<file path="config.mk">
export PLATFORM = sky130hd
export DESIGN_NAME = aut_issue_timer
export DESIGN_NICKNAME = d
export VERILOG_FILES = /design/src/common/aut_pkg.sv /design/src/core/aut_issue_timer.sv /design/src/core/aut_term_calc.sv
export VERILOG_INCLUDE_DIRS = /design/src /design/src/common
export SDC_FILE = /design/constraint.sdc
export NUM_CORES = 1
export LEC_CHECK = 0
export ABC_AREA = 1
export BUFFER_PORTS_ARGS = -buffer_cell sky130_fd_sc_hd__buf_2
export CAP_MARGIN = 40
export CORE_MARGIN = 2
export CORE_UTILIZATION = 40
export DETAILED_ROUTE_END_ITERATION = 8
export PLACE_DENSITY = 0.69
export SETUP_SLACK_MARGIN = 0.05
export SLEW_MARGIN = 20
export SYNTH_ARGS = -nofsm -noshare
export SYNTH_HDL_FRONTEND = slang
export SYNTH_SLANG_ARGS = --single-unit
</file>
<file path="constraint.sdc">
create_clock -name core_clk_i -period 9.4 [get_ports core_clk_i]
set_input_delay 0.94 -clock core_clk_i [delete_from_list [all_inputs] [get_ports core_clk_i]]
set_output_delay 0.94 -clock core_clk_i [all_outputs]
set_load 0.005 [all_outputs]
</file>
<file path="src/common/aut_map.svh">
// Constants for the address-unit issue timing block
`ifndef AUT_MAP_SVH
`define AUT_MAP_SVH

// Field widths, in bits
`define AUT_TIME_W        8
`define AUT_SUM_W         12
`define AUT_BREAK_W       8

// Pending-write drain, in processor cycles
`define AUT_WAIT_FIRST_MIN 12'h006
`define AUT_WAIT_FIRST_MAX 12'h007
`define AUT_WAIT_SECOND    12'h002

// Locked read-modify-write extra, in cycles
`define AUT_RMW_EXTRA      12'h003

// Break code forced by a mispredicted branch
`define AUT_MISPRED_BREAK  8'sh02

// Floating operand size codes
`define AUT_SIZE_STD       1'b0
`define AUT_SIZE_LONG      1'b1

`endif

</file>
<file path="src/common/aut_pkg.sv">
// Types for the address-unit issue timing block
`include "aut_map.svh"

package aut_pkg;

    // Floating operand size, standard or long
    typedef enum logic {
        aut_size_std  = `AUT_SIZE_STD,
        aut_size_long = `AUT_SIZE_LONG
    } aut_size_type;

    // Coprocessor instruction group
    typedef enum logic {
        aut_group_a = 1'b0,
        aut_group_b = 1'b1
    } aut_group_type;

    // Conditional branch outcome
    typedef enum logic [1:0] {
        taken_predicted_right     = 2'h0,
        taken_predicted_wrong     = 2'h1,
        not_taken_predicted_right = 2'h2,
        not_taken_predicted_wrong = 2'h3
    } aut_branch_type;

    // Sequencer states
    typedef enum logic [1:0] {
        aut_st_idle  = 2'h0,
        aut_st_wait  = 2'h1,
        aut_st_exec  = 2'h2,
        aut_st_flush = 2'h3
    } aut_state_type;

    // One instruction descriptor
    typedef struct packed {
        logic [`AUT_TIME_W-1:0]          address_unit_time;
        logic [`AUT_TIME_W-1:0]          execution_unit_time;
        logic                            has_break;
        logic signed [`AUT_BREAK_W-1:0]  break_code;
        logic                            is_branch;
        aut_branch_type                  branch;
        logic                            wait_writes;
        logic                            second_operand;
        logic                            interlocked;
        logic                            is_float;
        aut_group_type                   group;
        aut_size_type                    size;
        logic                            float_mem_break;
        logic [`AUT_TIME_W-1:0]          t_send;
        logic [`AUT_TIME_W-1:0]          t_complete;
        logic [`AUT_TIME_W-1:0]          t_fpu;
        logic [`AUT_TIME_W-1:0]          t_dep;
        logic [`AUT_TIME_W-1:0]          t_storage;
    } aut_instr_type;

    // Coprocessor queue state
    typedef struct packed {
        logic                   full;
        logic [`AUT_TIME_W-1:0] all_time;
        logic [`AUT_TIME_W-1:0] first_time;
    } aut_queue_type;

endpackage : aut_pkg

</file>
<file path="src/core/aut_issue_timer.sv">
// Address-unit issue timing sequencer
// How it works
// - Break zero: next instruction starts without waiting.
// - Positive break: flush, wait that many cycles.
// - Negative break: restart magnitude cycles before end.
// - Write drain stalls seven, plus two for a second operand.
// - Locked bit access adds three cycles.
// - Queue delay only in pipelined mode, integer or floating.
// - No break: hide address time when possible.
// - After break: exposed is address plus code.
// - Transfer zero integer; else send, read, execute.
// - Pipelined: group A free, group B max.
// - Size code zero standard, one long.
// - Four branch outcomes; mispredicted ones break two.
// - Execution time sums four terms.
// - Total adds dependency and storage delays.
// - Completion covers done handling and result read.
`timescale 1ns/1ns
`default_nettype none
`include "aut_map.svh"

module aut_issue_timer (
    // Clock and reset
    input  wire logic                            core_clk_i,
    input  wire logic                            arst_n_i,
    // Instruction offer
    input  wire logic                            instr_valid_i,
    input  wire aut_pkg::aut_instr_type          instr_i,
    output logic                                 instr_ready_o,
    // Coprocessor queue and mode
    input  wire aut_pkg::aut_queue_type          queue_i,
    input  wire logic                            pipelined_i,
    // Timing results
    output logic [`AUT_SUM_W-1:0]                te_o,
    output logic [`AUT_SUM_W-1:0]                teff_o,
    output logic [`AUT_SUM_W-1:0]                tdpr_o,
    output logic [`AUT_SUM_W-1:0]                exposed_o,
    output logic [`AUT_SUM_W-1:0]                tfit_o,
    output logic [`AUT_SUM_W-1:0]                stall_o,
    output logic signed [`AUT_BREAK_W-1:0]       break_o,
    // Pipeline events
    output logic                                 au_start_o,
    output logic                                 done_o,
    output logic                                 busy_o
);

    // Terms for the offered instruction
    logic [`AUT_SUM_W-1:0]              tdpr_c;
    logic [`AUT_SUM_W-1:0]              exposed_c;
    logic [`AUT_SUM_W-1:0]              tfit_c;
    logic [`AUT_SUM_W-1:0]              stall_c;
    logic                               broke_c;
    logic signed [`AUT_BREAK_W-1:0]     k_c;
    logic [`AUT_SUM_W-1:0]              teu_c;      // Widened execution time
    logic [`AUT_SUM_W-1:0]              te_c;       // Pipeline execution time

    // Previous instruction memory
    logic [`AUT_TIME_W-1:0]             prev_teu_r;
    logic [`AUT_SUM_W-1:0]              prev_tfit_r;
    logic                               prev_broke_r;
    logic signed [`AUT_BREAK_W-1:0]     prev_k_r;

    // Sequencer
    aut_pkg::aut_state_type             state_r;
    aut_pkg::aut_state_type             state_nxt;
    logic [`AUT_SUM_W-1:0]              cnt_r;      // Cycles left in state
    logic [`AUT_SUM_W-1:0]              teu_r;      // Execution time held
    logic [`AUT_SUM_W-1:0]              mag;        // Break magnitude
    logic                               started_r;  // Early restart seen
    logic                               accept;
    logic                               exec_last;
    logic                               early;

    // Term calculator
    aut_term_calc u_terms (
        .instr_i      (instr_i),
        .queue_i      (queue_i),
        .pipelined_i  (pipelined_i),
        .prev_teu_i   (prev_teu_r),
        .prev_tfit_i  (prev_tfit_r),
        .prev_broke_i (prev_broke_r),
        .prev_k_i     (prev_k_r),
        .tdpr_o       (tdpr_c),
        .exposed_o    (exposed_c),
        .tfit_o       (tfit_c),
        .stall_o      (stall_c),
        .broke_o      (broke_c),
        .k_o          (k_c)
    );

    // Sum of the four terms, all in cycles
    always_comb begin
        teu_c = {{(`AUT_SUM_W-`AUT_TIME_W){1'b0}}, instr_i.execution_unit_time};
        te_c  = tdpr_c + exposed_c + teu_c + tfit_c;
    end

    // Handshake and phase decodes
    always_comb begin
        accept    = instr_valid_i && (state_r == aut_pkg::aut_st_idle);
        exec_last = (state_r == aut_pkg::aut_st_exec) && (cnt_r == 12'h001);
        mag       = (break_o < 0) ? `AUT_SUM_W'(-break_o) : `AUT_SUM_W'(break_o);
        // Restart point reached, or break longer than the instruction;
        // one cycle of lead, since the release pulse is registered
        early     = (state_r == aut_pkg::aut_st_exec) && !started_r &&
                    (break_o < 0) && (cnt_r <= mag + 12'h001);
    end

    // Next state
    always_comb begin
        state_nxt = state_r;
        unique case (state_r)
            aut_pkg::aut_st_idle: begin
                if (accept) begin
                    state_nxt = (stall_c != '0) ? aut_pkg::aut_st_wait
                                                : aut_pkg::aut_st_exec;
                end
            end
            aut_pkg::aut_st_wait: begin
                if (cnt_r == 12'h001) begin
                    state_nxt = aut_pkg::aut_st_exec;
                end
            end
            aut_pkg::aut_st_exec: begin
                if (cnt_r == 12'h001) begin
                    // Flush only on a positive break
                    state_nxt = (break_o > 0) ? aut_pkg::aut_st_flush
                                              : aut_pkg::aut_st_idle;
                end
            end
            aut_pkg::aut_st_flush: begin
                if (cnt_r == 12'h001) begin
                    state_nxt = aut_pkg::aut_st_idle;
                end
            end
        endcase
    end

    // State register
    always_ff @(posedge core_clk_i or negedge arst_n_i) begin
        if (!arst_n_i) begin
            state_r <= aut_pkg::aut_st_idle;
        end else begin
            state_r <= state_nxt;
        end
    end

    // Cycle counter, reloaded on each phase entry
    always_ff @(posedge core_clk_i or negedge arst_n_i) begin
        if (!arst_n_i) begin
            cnt_r <= '0;
        end else if (accept) begin
            // An empty execute still takes one cycle
            cnt_r <= (stall_c != '0) ? stall_c : ((te_c == '0) ? 12'h001 : te_c);
        end else if (state_r == aut_pkg::aut_st_wait && cnt_r == 12'h001) begin
            cnt_r <= (te_o == '0) ? 12'h001 : te_o;
        end else if (exec_last) begin
            cnt_r <= mag;
        end else if (cnt_r != '0) begin
            cnt_r <= cnt_r - 12'h001;
        end
    end

    // Results captured on acceptance
    always_ff @(posedge core_clk_i or negedge arst_n_i) begin
        if (!arst_n_i) begin
            te_o      <= '0;
            teff_o    <= '0;
            tdpr_o    <= '0;
            exposed_o <= '0;
            tfit_o    <= '0;
            stall_o   <= '0;
            break_o   <= '0;
            teu_r     <= '0;
        end else if (accept) begin
            te_o      <= te_c;
            teff_o    <= te_c + `AUT_SUM_W'(instr_i.t_dep)
                       + `AUT_SUM_W'(instr_i.t_storage);
            tdpr_o    <= tdpr_c;
            exposed_o <= exposed_c;
            tfit_o    <= tfit_c;
            stall_o   <= stall_c;
            break_o   <= broke_c ? k_c : '0;
            teu_r     <= teu_c;
        end
    end

    // Previous-instruction memory for hiding decisions
    always_ff @(posedge core_clk_i or negedge arst_n_i) begin
        if (!arst_n_i) begin
            prev_teu_r   <= '0;
            prev_tfit_r  <= '0;
            prev_broke_r <= 1'b0;
            prev_k_r     <= '0;
        end else if (accept) begin
            prev_teu_r   <= instr_i.execution_unit_time;
            prev_tfit_r  <= tfit_c;
            prev_broke_r <= broke_c;
            prev_k_r     <= k_c;
        end
    end

    // Address-unit release pulse
    always_ff @(posedge core_clk_i or negedge arst_n_i) begin
        if (!arst_n_i) begin
            au_start_o <= 1'b0;
            started_r  <= 1'b0;
        end else begin
            if (accept) begin
                started_r <= 1'b0;
            end else if (early) begin
                started_r <= 1'b1;
            end
            if (early) begin
                au_start_o <= 1'b1;
            end else if (exec_last && break_o == '0) begin
                au_start_o <= 1'b1;
            end else if (state_r == aut_pkg::aut_st_flush && cnt_r == 12'h001) begin
                au_start_o <= 1'b1;
            end else begin
                au_start_o <= 1'b0;
            end
        end
    end

    // Handshake and status flags
    always_ff @(posedge core_clk_i or negedge arst_n_i) begin
        if (!arst_n_i) begin
            instr_ready_o <= 1'b1;
            done_o        <= 1'b0;
            busy_o        <= 1'b0;
        end else begin
            instr_ready_o <= (state_nxt == aut_pkg::aut_st_idle);
            busy_o        <= (state_nxt != aut_pkg::aut_st_idle);
            done_o        <= exec_last;
        end
    end

    // Checks on the sequencer and its arithmetic
    a_te_sum: assert property (@(posedge core_clk_i) disable iff (!arst_n_i)
        te_o == tdpr_o + exposed_o + teu_r + tfit_o)
        else $error("execution time is not the sum of its terms");

    a_teff_total: assert property (@(posedge core_clk_i) disable iff (!arst_n_i)
        accept |=> teff_o == te_o + $past(instr_i.t_dep)
                   + $past(instr_i.t_storage))
        else $error("total time lost a delay term");

    a_zero_break: assert property (@(posedge core_clk_i) disable iff (!arst_n_i)
        exec_last && break_o == '0 |=> au_start_o && instr_ready_o)
        else $error("break zero did not release at once");

    a_flush_hold: assert property (@(posedge core_clk_i) disable iff (!arst_n_i)
        exec_last && break_o == 8'sh02 |=> !au_start_o ##1 !au_start_o ##1 au_start_o)
        else $error("flush of two did not wait two cycles");

    a_early_start: assert property (@(posedge core_clk_i) disable iff (!arst_n_i)
        state_r == aut_pkg::aut_st_exec && break_o == -8'sd1 && cnt_r == 12'h002
        && !started_r |=> au_start_o)
        else $error("negative break missed its restart");

    a_write_drain: assert property (@(posedge core_clk_i) disable iff (!arst_n_i)
        accept && instr_i.wait_writes && !instr_i.second_operand && !instr_i.interlocked
        |=> (state_r == aut_pkg::aut_st_wait) [*7] ##1 state_r == aut_pkg::aut_st_exec)
        else $error("write drain not seven cycles");

    a_rmw_extra: assert property (@(posedge core_clk_i) disable iff (!arst_n_i)
        accept && instr_i.wait_writes && instr_i.second_operand && instr_i.interlocked
        |=> stall_o == 12'h00c)
        else $error("locked access stall wrong");

    a_queue_off: assert property (@(posedge core_clk_i) disable iff (!arst_n_i)
        accept && !pipelined_i |=> tdpr_o == '0)
        else $error("queue delay outside pipelined mode");

    a_hidden_time: assert property (@(posedge core_clk_i) disable iff (!arst_n_i)
        accept && !prev_broke_r && `AUT_SUM_W'(instr_i.address_unit_time)
        <= `AUT_SUM_W'(prev_teu_r) + prev_tfit_r |=> exposed_o == '0)
        else $error("hideable address time exposed");

    a_integer_xfer: assert property (@(posedge core_clk_i) disable iff (!arst_n_i)
        accept && !instr_i.is_float |=> tfit_o == '0)
        else $error("integer instruction has transfer time");

    a_group_a_free: assert property (@(posedge core_clk_i) disable iff (!arst_n_i)
        accept && pipelined_i && instr_i.is_float
        && instr_i.group == aut_pkg::aut_group_a |=> tfit_o == '0)
        else $error("group A added transfer time");

    a_mispredict: assert property (@(posedge core_clk_i) disable iff (!arst_n_i)
        accept && instr_i.is_branch && instr_i.branch == aut_pkg::taken_predicted_wrong
        |=> break_o == 8'sh02)
        else $error("mispredicted branch did not break two");

    // Release and completion are single-cycle events
    a_start_single: assert property (@(posedge core_clk_i) disable iff (!arst_n_i)
        au_start_o |=> !au_start_o)
        else $error("address unit release longer than one cycle");

    a_done_single: assert property (@(posedge core_clk_i) disable iff (!arst_n_i)
        done_o |=> !done_o)
        else $error("done pulse longer than one cycle");

endmodule : aut_issue_timer
`default_nettype wire

</file>
<file path="src/core/aut_term_calc.sv">
// Per-instruction timing terms, combinational
`timescale 1ns/1ns
`default_nettype none
`include "aut_map.svh"

module aut_term_calc (
    // Current instruction and queue
    input  wire aut_pkg::aut_instr_type             instr_i,
    input  wire aut_pkg::aut_queue_type             queue_i,
    input  wire logic                               pipelined_i,
    // State left by the previous instruction
    input  wire logic [`AUT_TIME_W-1:0]             prev_teu_i,
    input  wire logic [`AUT_SUM_W-1:0]              prev_tfit_i,
    input  wire logic                               prev_broke_i,
    input  wire logic signed [`AUT_BREAK_W-1:0]     prev_k_i,
    // Terms
    output logic [`AUT_SUM_W-1:0]                   tdpr_o,
    output logic [`AUT_SUM_W-1:0]                   exposed_o,
    output logic [`AUT_SUM_W-1:0]                   tfit_o,
    output logic [`AUT_SUM_W-1:0]                   stall_o,
    output logic                                    broke_o,
    output logic signed [`AUT_BREAK_W-1:0]          k_o
);

    logic [`AUT_SUM_W-1:0]        tau;      // Widened address-unit time
    logic [`AUT_SUM_W-1:0]        hide;     // Previous time that can hide it
    logic signed [`AUT_SUM_W:0]   tau_k;    // Address time plus break code

    // Widen operands once
    always_comb begin
        tau   = {{(`AUT_SUM_W-`AUT_TIME_W){1'b0}}, instr_i.address_unit_time};
        hide  = {{(`AUT_SUM_W-`AUT_TIME_W){1'b0}}, prev_teu_i} + prev_tfit_i;
        tau_k = $signed({1'b0, tau}) + (`AUT_SUM_W+1)'(prev_k_i);
    end

    // Coprocessor transfer time
    always_comb begin
        if (!instr_i.is_float) begin
            tfit_o = '0;
        end else if (!pipelined_i) begin
            tfit_o = `AUT_SUM_W'(instr_i.t_send) + `AUT_SUM_W'(instr_i.t_complete)
                   + `AUT_SUM_W'(instr_i.t_fpu);
        end else if (instr_i.group == aut_pkg::aut_group_a) begin
            tfit_o = '0;
        end else begin
            // Larger of queue drain and operand send, then completion
            tfit_o = `AUT_SUM_W'((queue_i.all_time > instr_i.t_send) ?
                     queue_i.all_time : instr_i.t_send)
                   + `AUT_SUM_W'(instr_i.t_complete);
        end
    end

    // Pre-execution delay, only in pipelined mode
    always_comb begin
        if (!pipelined_i) begin
            tdpr_o = '0;
        end else if (!instr_i.is_float) begin
            tdpr_o = `AUT_SUM_W'(queue_i.all_time);
        end else if (queue_i.full) begin
            tdpr_o = `AUT_SUM_W'(queue_i.first_time);
        end else begin
            tdpr_o = '0;
        end
    end

    // Address-unit time that cannot be hidden
    always_comb begin
        if (!prev_broke_i) begin
            exposed_o = (tau <= hide) ? '0 : tau - `AUT_SUM_W'(prev_teu_i);
        end else begin
            exposed_o = (tau_k > 0) ? tau_k[`AUT_SUM_W-1:0] : '0;
        end
    end

    // Pending-write drain, worst case, plus locked access
    always_comb begin
        stall_o = '0;
        if (instr_i.wait_writes) begin
            stall_o = `AUT_WAIT_FIRST_MAX
                    + (instr_i.second_operand ? `AUT_WAIT_SECOND : '0);
            if (instr_i.interlocked) begin
                stall_o = stall_o + `AUT_RMW_EXTRA;
            end
        end
    end

    // Break this instruction leaves for the next one
    always_comb begin
        broke_o = instr_i.has_break;
        k_o     = instr_i.break_code;
        if (instr_i.is_branch && (instr_i.branch == aut_pkg::taken_predicted_wrong ||
            instr_i.branch == aut_pkg::not_taken_predicted_wrong)) begin
            broke_o = 1'b1;
            k_o     = `AUT_MISPRED_BREAK;
        end else if (instr_i.is_float && instr_i.float_mem_break) begin
            // Floating store releases the address unit 1 + I early
            broke_o = 1'b1;
            k_o     = (instr_i.size == aut_pkg::aut_size_long) ? -8'sd2 : -8'sd1;
        end
    end

endmodule : aut_term_calc
`default_nettype wire

</file>
==> results.json <==
{
  "finalMaxSlewViolations": 0,
  "grt_max_degree": 91,
  "clock.fmax_mhz": 138.8,
  "hold_path.class": "reg -> reg",
  "clockBufferDepth": 2,
  "gp_congestion": 0.8956,
  "dpl.cell_count": 1811,
  "multi_input_area_um2": 6222,
  "die_area_um2": 25580,
  "grt_first_pass_wirelength_mm": 42.90,
  "rsz0062_at_grt": "false",
  "num_vias": 9214,
  "synth_edf_count": 0,
  "drive_above_1_share_pct": 15.82,
  "fillers": 2441,
  "tightest_slew_ns": 0.7578,
  "area_growth_pct": 14.97,
  "ant_nets": 0,
  "root_buffer": "clkbuf_16",
  "io_buffer_count": 164,
  "fp.dieW_um": 159.9,
  "path_clk_slew_ns": 0.07,
  "synth_area_leaders": "dfrtp_1 25%, ha_1 14%, nand2_1 13%",
  "cap_violations": 0,
  "core_area_um2": 24110,
  "synth_area_leader_cell": "dfrtp_1",
  "start_util_pct": 40.35,
  "vias_per_cell": 5.040,
  "drtPass1Iterations": 5,
  "cts_made_buffers": 9,
  "tns_ns": 0,
  "critPathMaxStageDelay_ns": 0.50,
  "nNetsFinal": 1731,
  "syn_area_um2": 9727,
  "dominantRegCellSynth": "dfrtp_1",
  "critical_path.endpoint_type": "flip-flop",
  "yosysSeqAreaShare_pct": 25.74,
  "synth_cell_types": 53,
  "required_ns": 9.69,
  "final_common_cell": "nand2_1",
  "synth_top_area_share_pct": 25.47,
  "dp_hpwl_mm": 21.95,
  "path_max_fanout": 9,
  "holdBufCountCts": 0,
  "avgSynthCellArea_um2": 7.248,
  "setup_viol": 0,
  "cts_setup_buffers": 0,
  "slowest_stage": "fa_1",
  "slew_headroom_pct": 49.17,
  "num_rows": 57,
  "postSynthCellCount": 1342,
  "drtIter0Drc": 566,
  "grt_pass1_vias": 8602,
  "clk_latency_ns": 0.36,
  "cts_max_level": 3,
  "ys_async_sr_fraction_pct": 100.0,
  "path_class": "reg -> reg",
  "grt_overflow": 0,
  "layout.cells.non_filler": 1828,
  "status": "completed",
  "cp_top_family": "adder cells",
  "ys_warn_count": 0,
  "min_period_ns": 7.203,
  "seqCellArea_um2": 2504,
  "cts-resized-gates": 0,
  "cp-start-kind": "flip-flop",
  "path_buf_inv": 6,
  "antenna_found_initial": 0,
  "clock-sinks": 100,
  "die_h_um": 159.9,
  "layout_common_cells": "347 x nand2_1, 208 x inv_1, 163 x buf_2",
  "finalHoldViolCount": 0,
  "finalCritPeriodShare_pct": 76.63,
  "drcViolationCount": 0,
  "cts_tree": "built",
  "drt-total-wl_mm": 26.56,
  "ys_seq_elements": 100,
  "wl_per_cell_um": 14.53,
  "crit_arrival_ns": 7.49,
  "skew_ns": 0.01587,
  "grt_usage_pct": 20.72,
  "ios": 180,
  "antenna_cells": 0,
  "cp_common_cell": "nand2_1"
}
[stage by stage]
step	hold WS (ns)	instance area, µm²	worst slack (ns)	utilization, %
6_report	0.4780	11180	2.197	46.39
5_1_grt	0.5034	11180	1.548	46.39
4_1_cts	0.4833	11160	2.178	46.28
3_5_place_dp	0.4664	10810	2.214	44.85
3_3_place_gp	0.4630	10800	1.964	44.82
2_1_floorplan	0.4570	9787	2.989	-
[cells in the mapped netlist, types with 10 or more instances]
master,count
nand4_1,17
fa_1,31
o21ai_0,86
nor2_1,80
xnor2_1,18
xor2_1,29
inv_1,208
nand3b_1,11
o211ai_1,14
nand3_1,73
ha_1,105
a21oi_1,79
buf_2,14
inv_2,10
o22ai_1,11
o21ai_1,10
nand2_1,348
dfrtp_1,99
buf_4,18
[final cells by class]
type	instances	area share (%)
multi-input cells	1000	55.64
flip-flops and latches	100	22.39
repair buffers	169	7.877
inverters	219	7.395
well taps	324	3.625
clock buffers	12	2.383
clock inverters	4	0.6937
[state kept, by name, summed over array words and instances, names as in the netlist, 2 cells and up]
register	flops
stall_o	4
prev_teu_r	8
break_o	8
tdpr_o	8
prev_k_r	8
prev_tfit_r	10
te_o	12
state_r	2
cnt_r	12
teff_o	12
exposed_o	10
[metal layers]
layer / vias up / GRT usage, % / part of all wire (%)
li1: 4638 / - / -
met1: 4288 / 27.84 / 46
met2: 260 / 35.06 / 47
met3: 28 / 2.701 / 5.6
met4: 0 / 5.979 / 1.8
met5: - / 0 / 0
[tightest hold or removal path: stages (launching register included)]
cell and delay [ns]:
dfrtp_1 0.34, nand2_1 0.05, nand2_1 0.05
[path summary, 6_finish.rpt]
check                                     from      endpoint  slack (ns)  depth (start not counted)
worst max-delay path            prev_tfit_r[0]    teff_o[10]        2.20                         39
worst min-delay path              exposed_o[5]  exposed_o[5]        0.48                          2
worst max register to register  prev_tfit_r[0]    teff_o[10]        2.20                         39
worst min register to register    exposed_o[5]  exposed_o[5]        0.48                          2
max in group asynchronous             arst_n_i     tdpr_o[1]        7.67                          2
min in group asynchronous             arst_n_i    stall_o[1]        0.57                          1
[kinds of logic after synthesis]
group | count (synthesis) | synth area share (%)
XOR/XNOR | 47 | 4.232
other | 2 | 0.07721
AO/OA/AOI/OAI | 232 | 13.40
adder cells (fa/ha/maj) | 136 | 19.89
flip-flops | 100 | 25.74
buffers and inverters | 258 | 10.99
AND/OR/NAND/NOR | 567 | 25.68
Power is not shown: default switching activity piles up to over one toggle a cycle in this logic, so the estimate is an artifact.
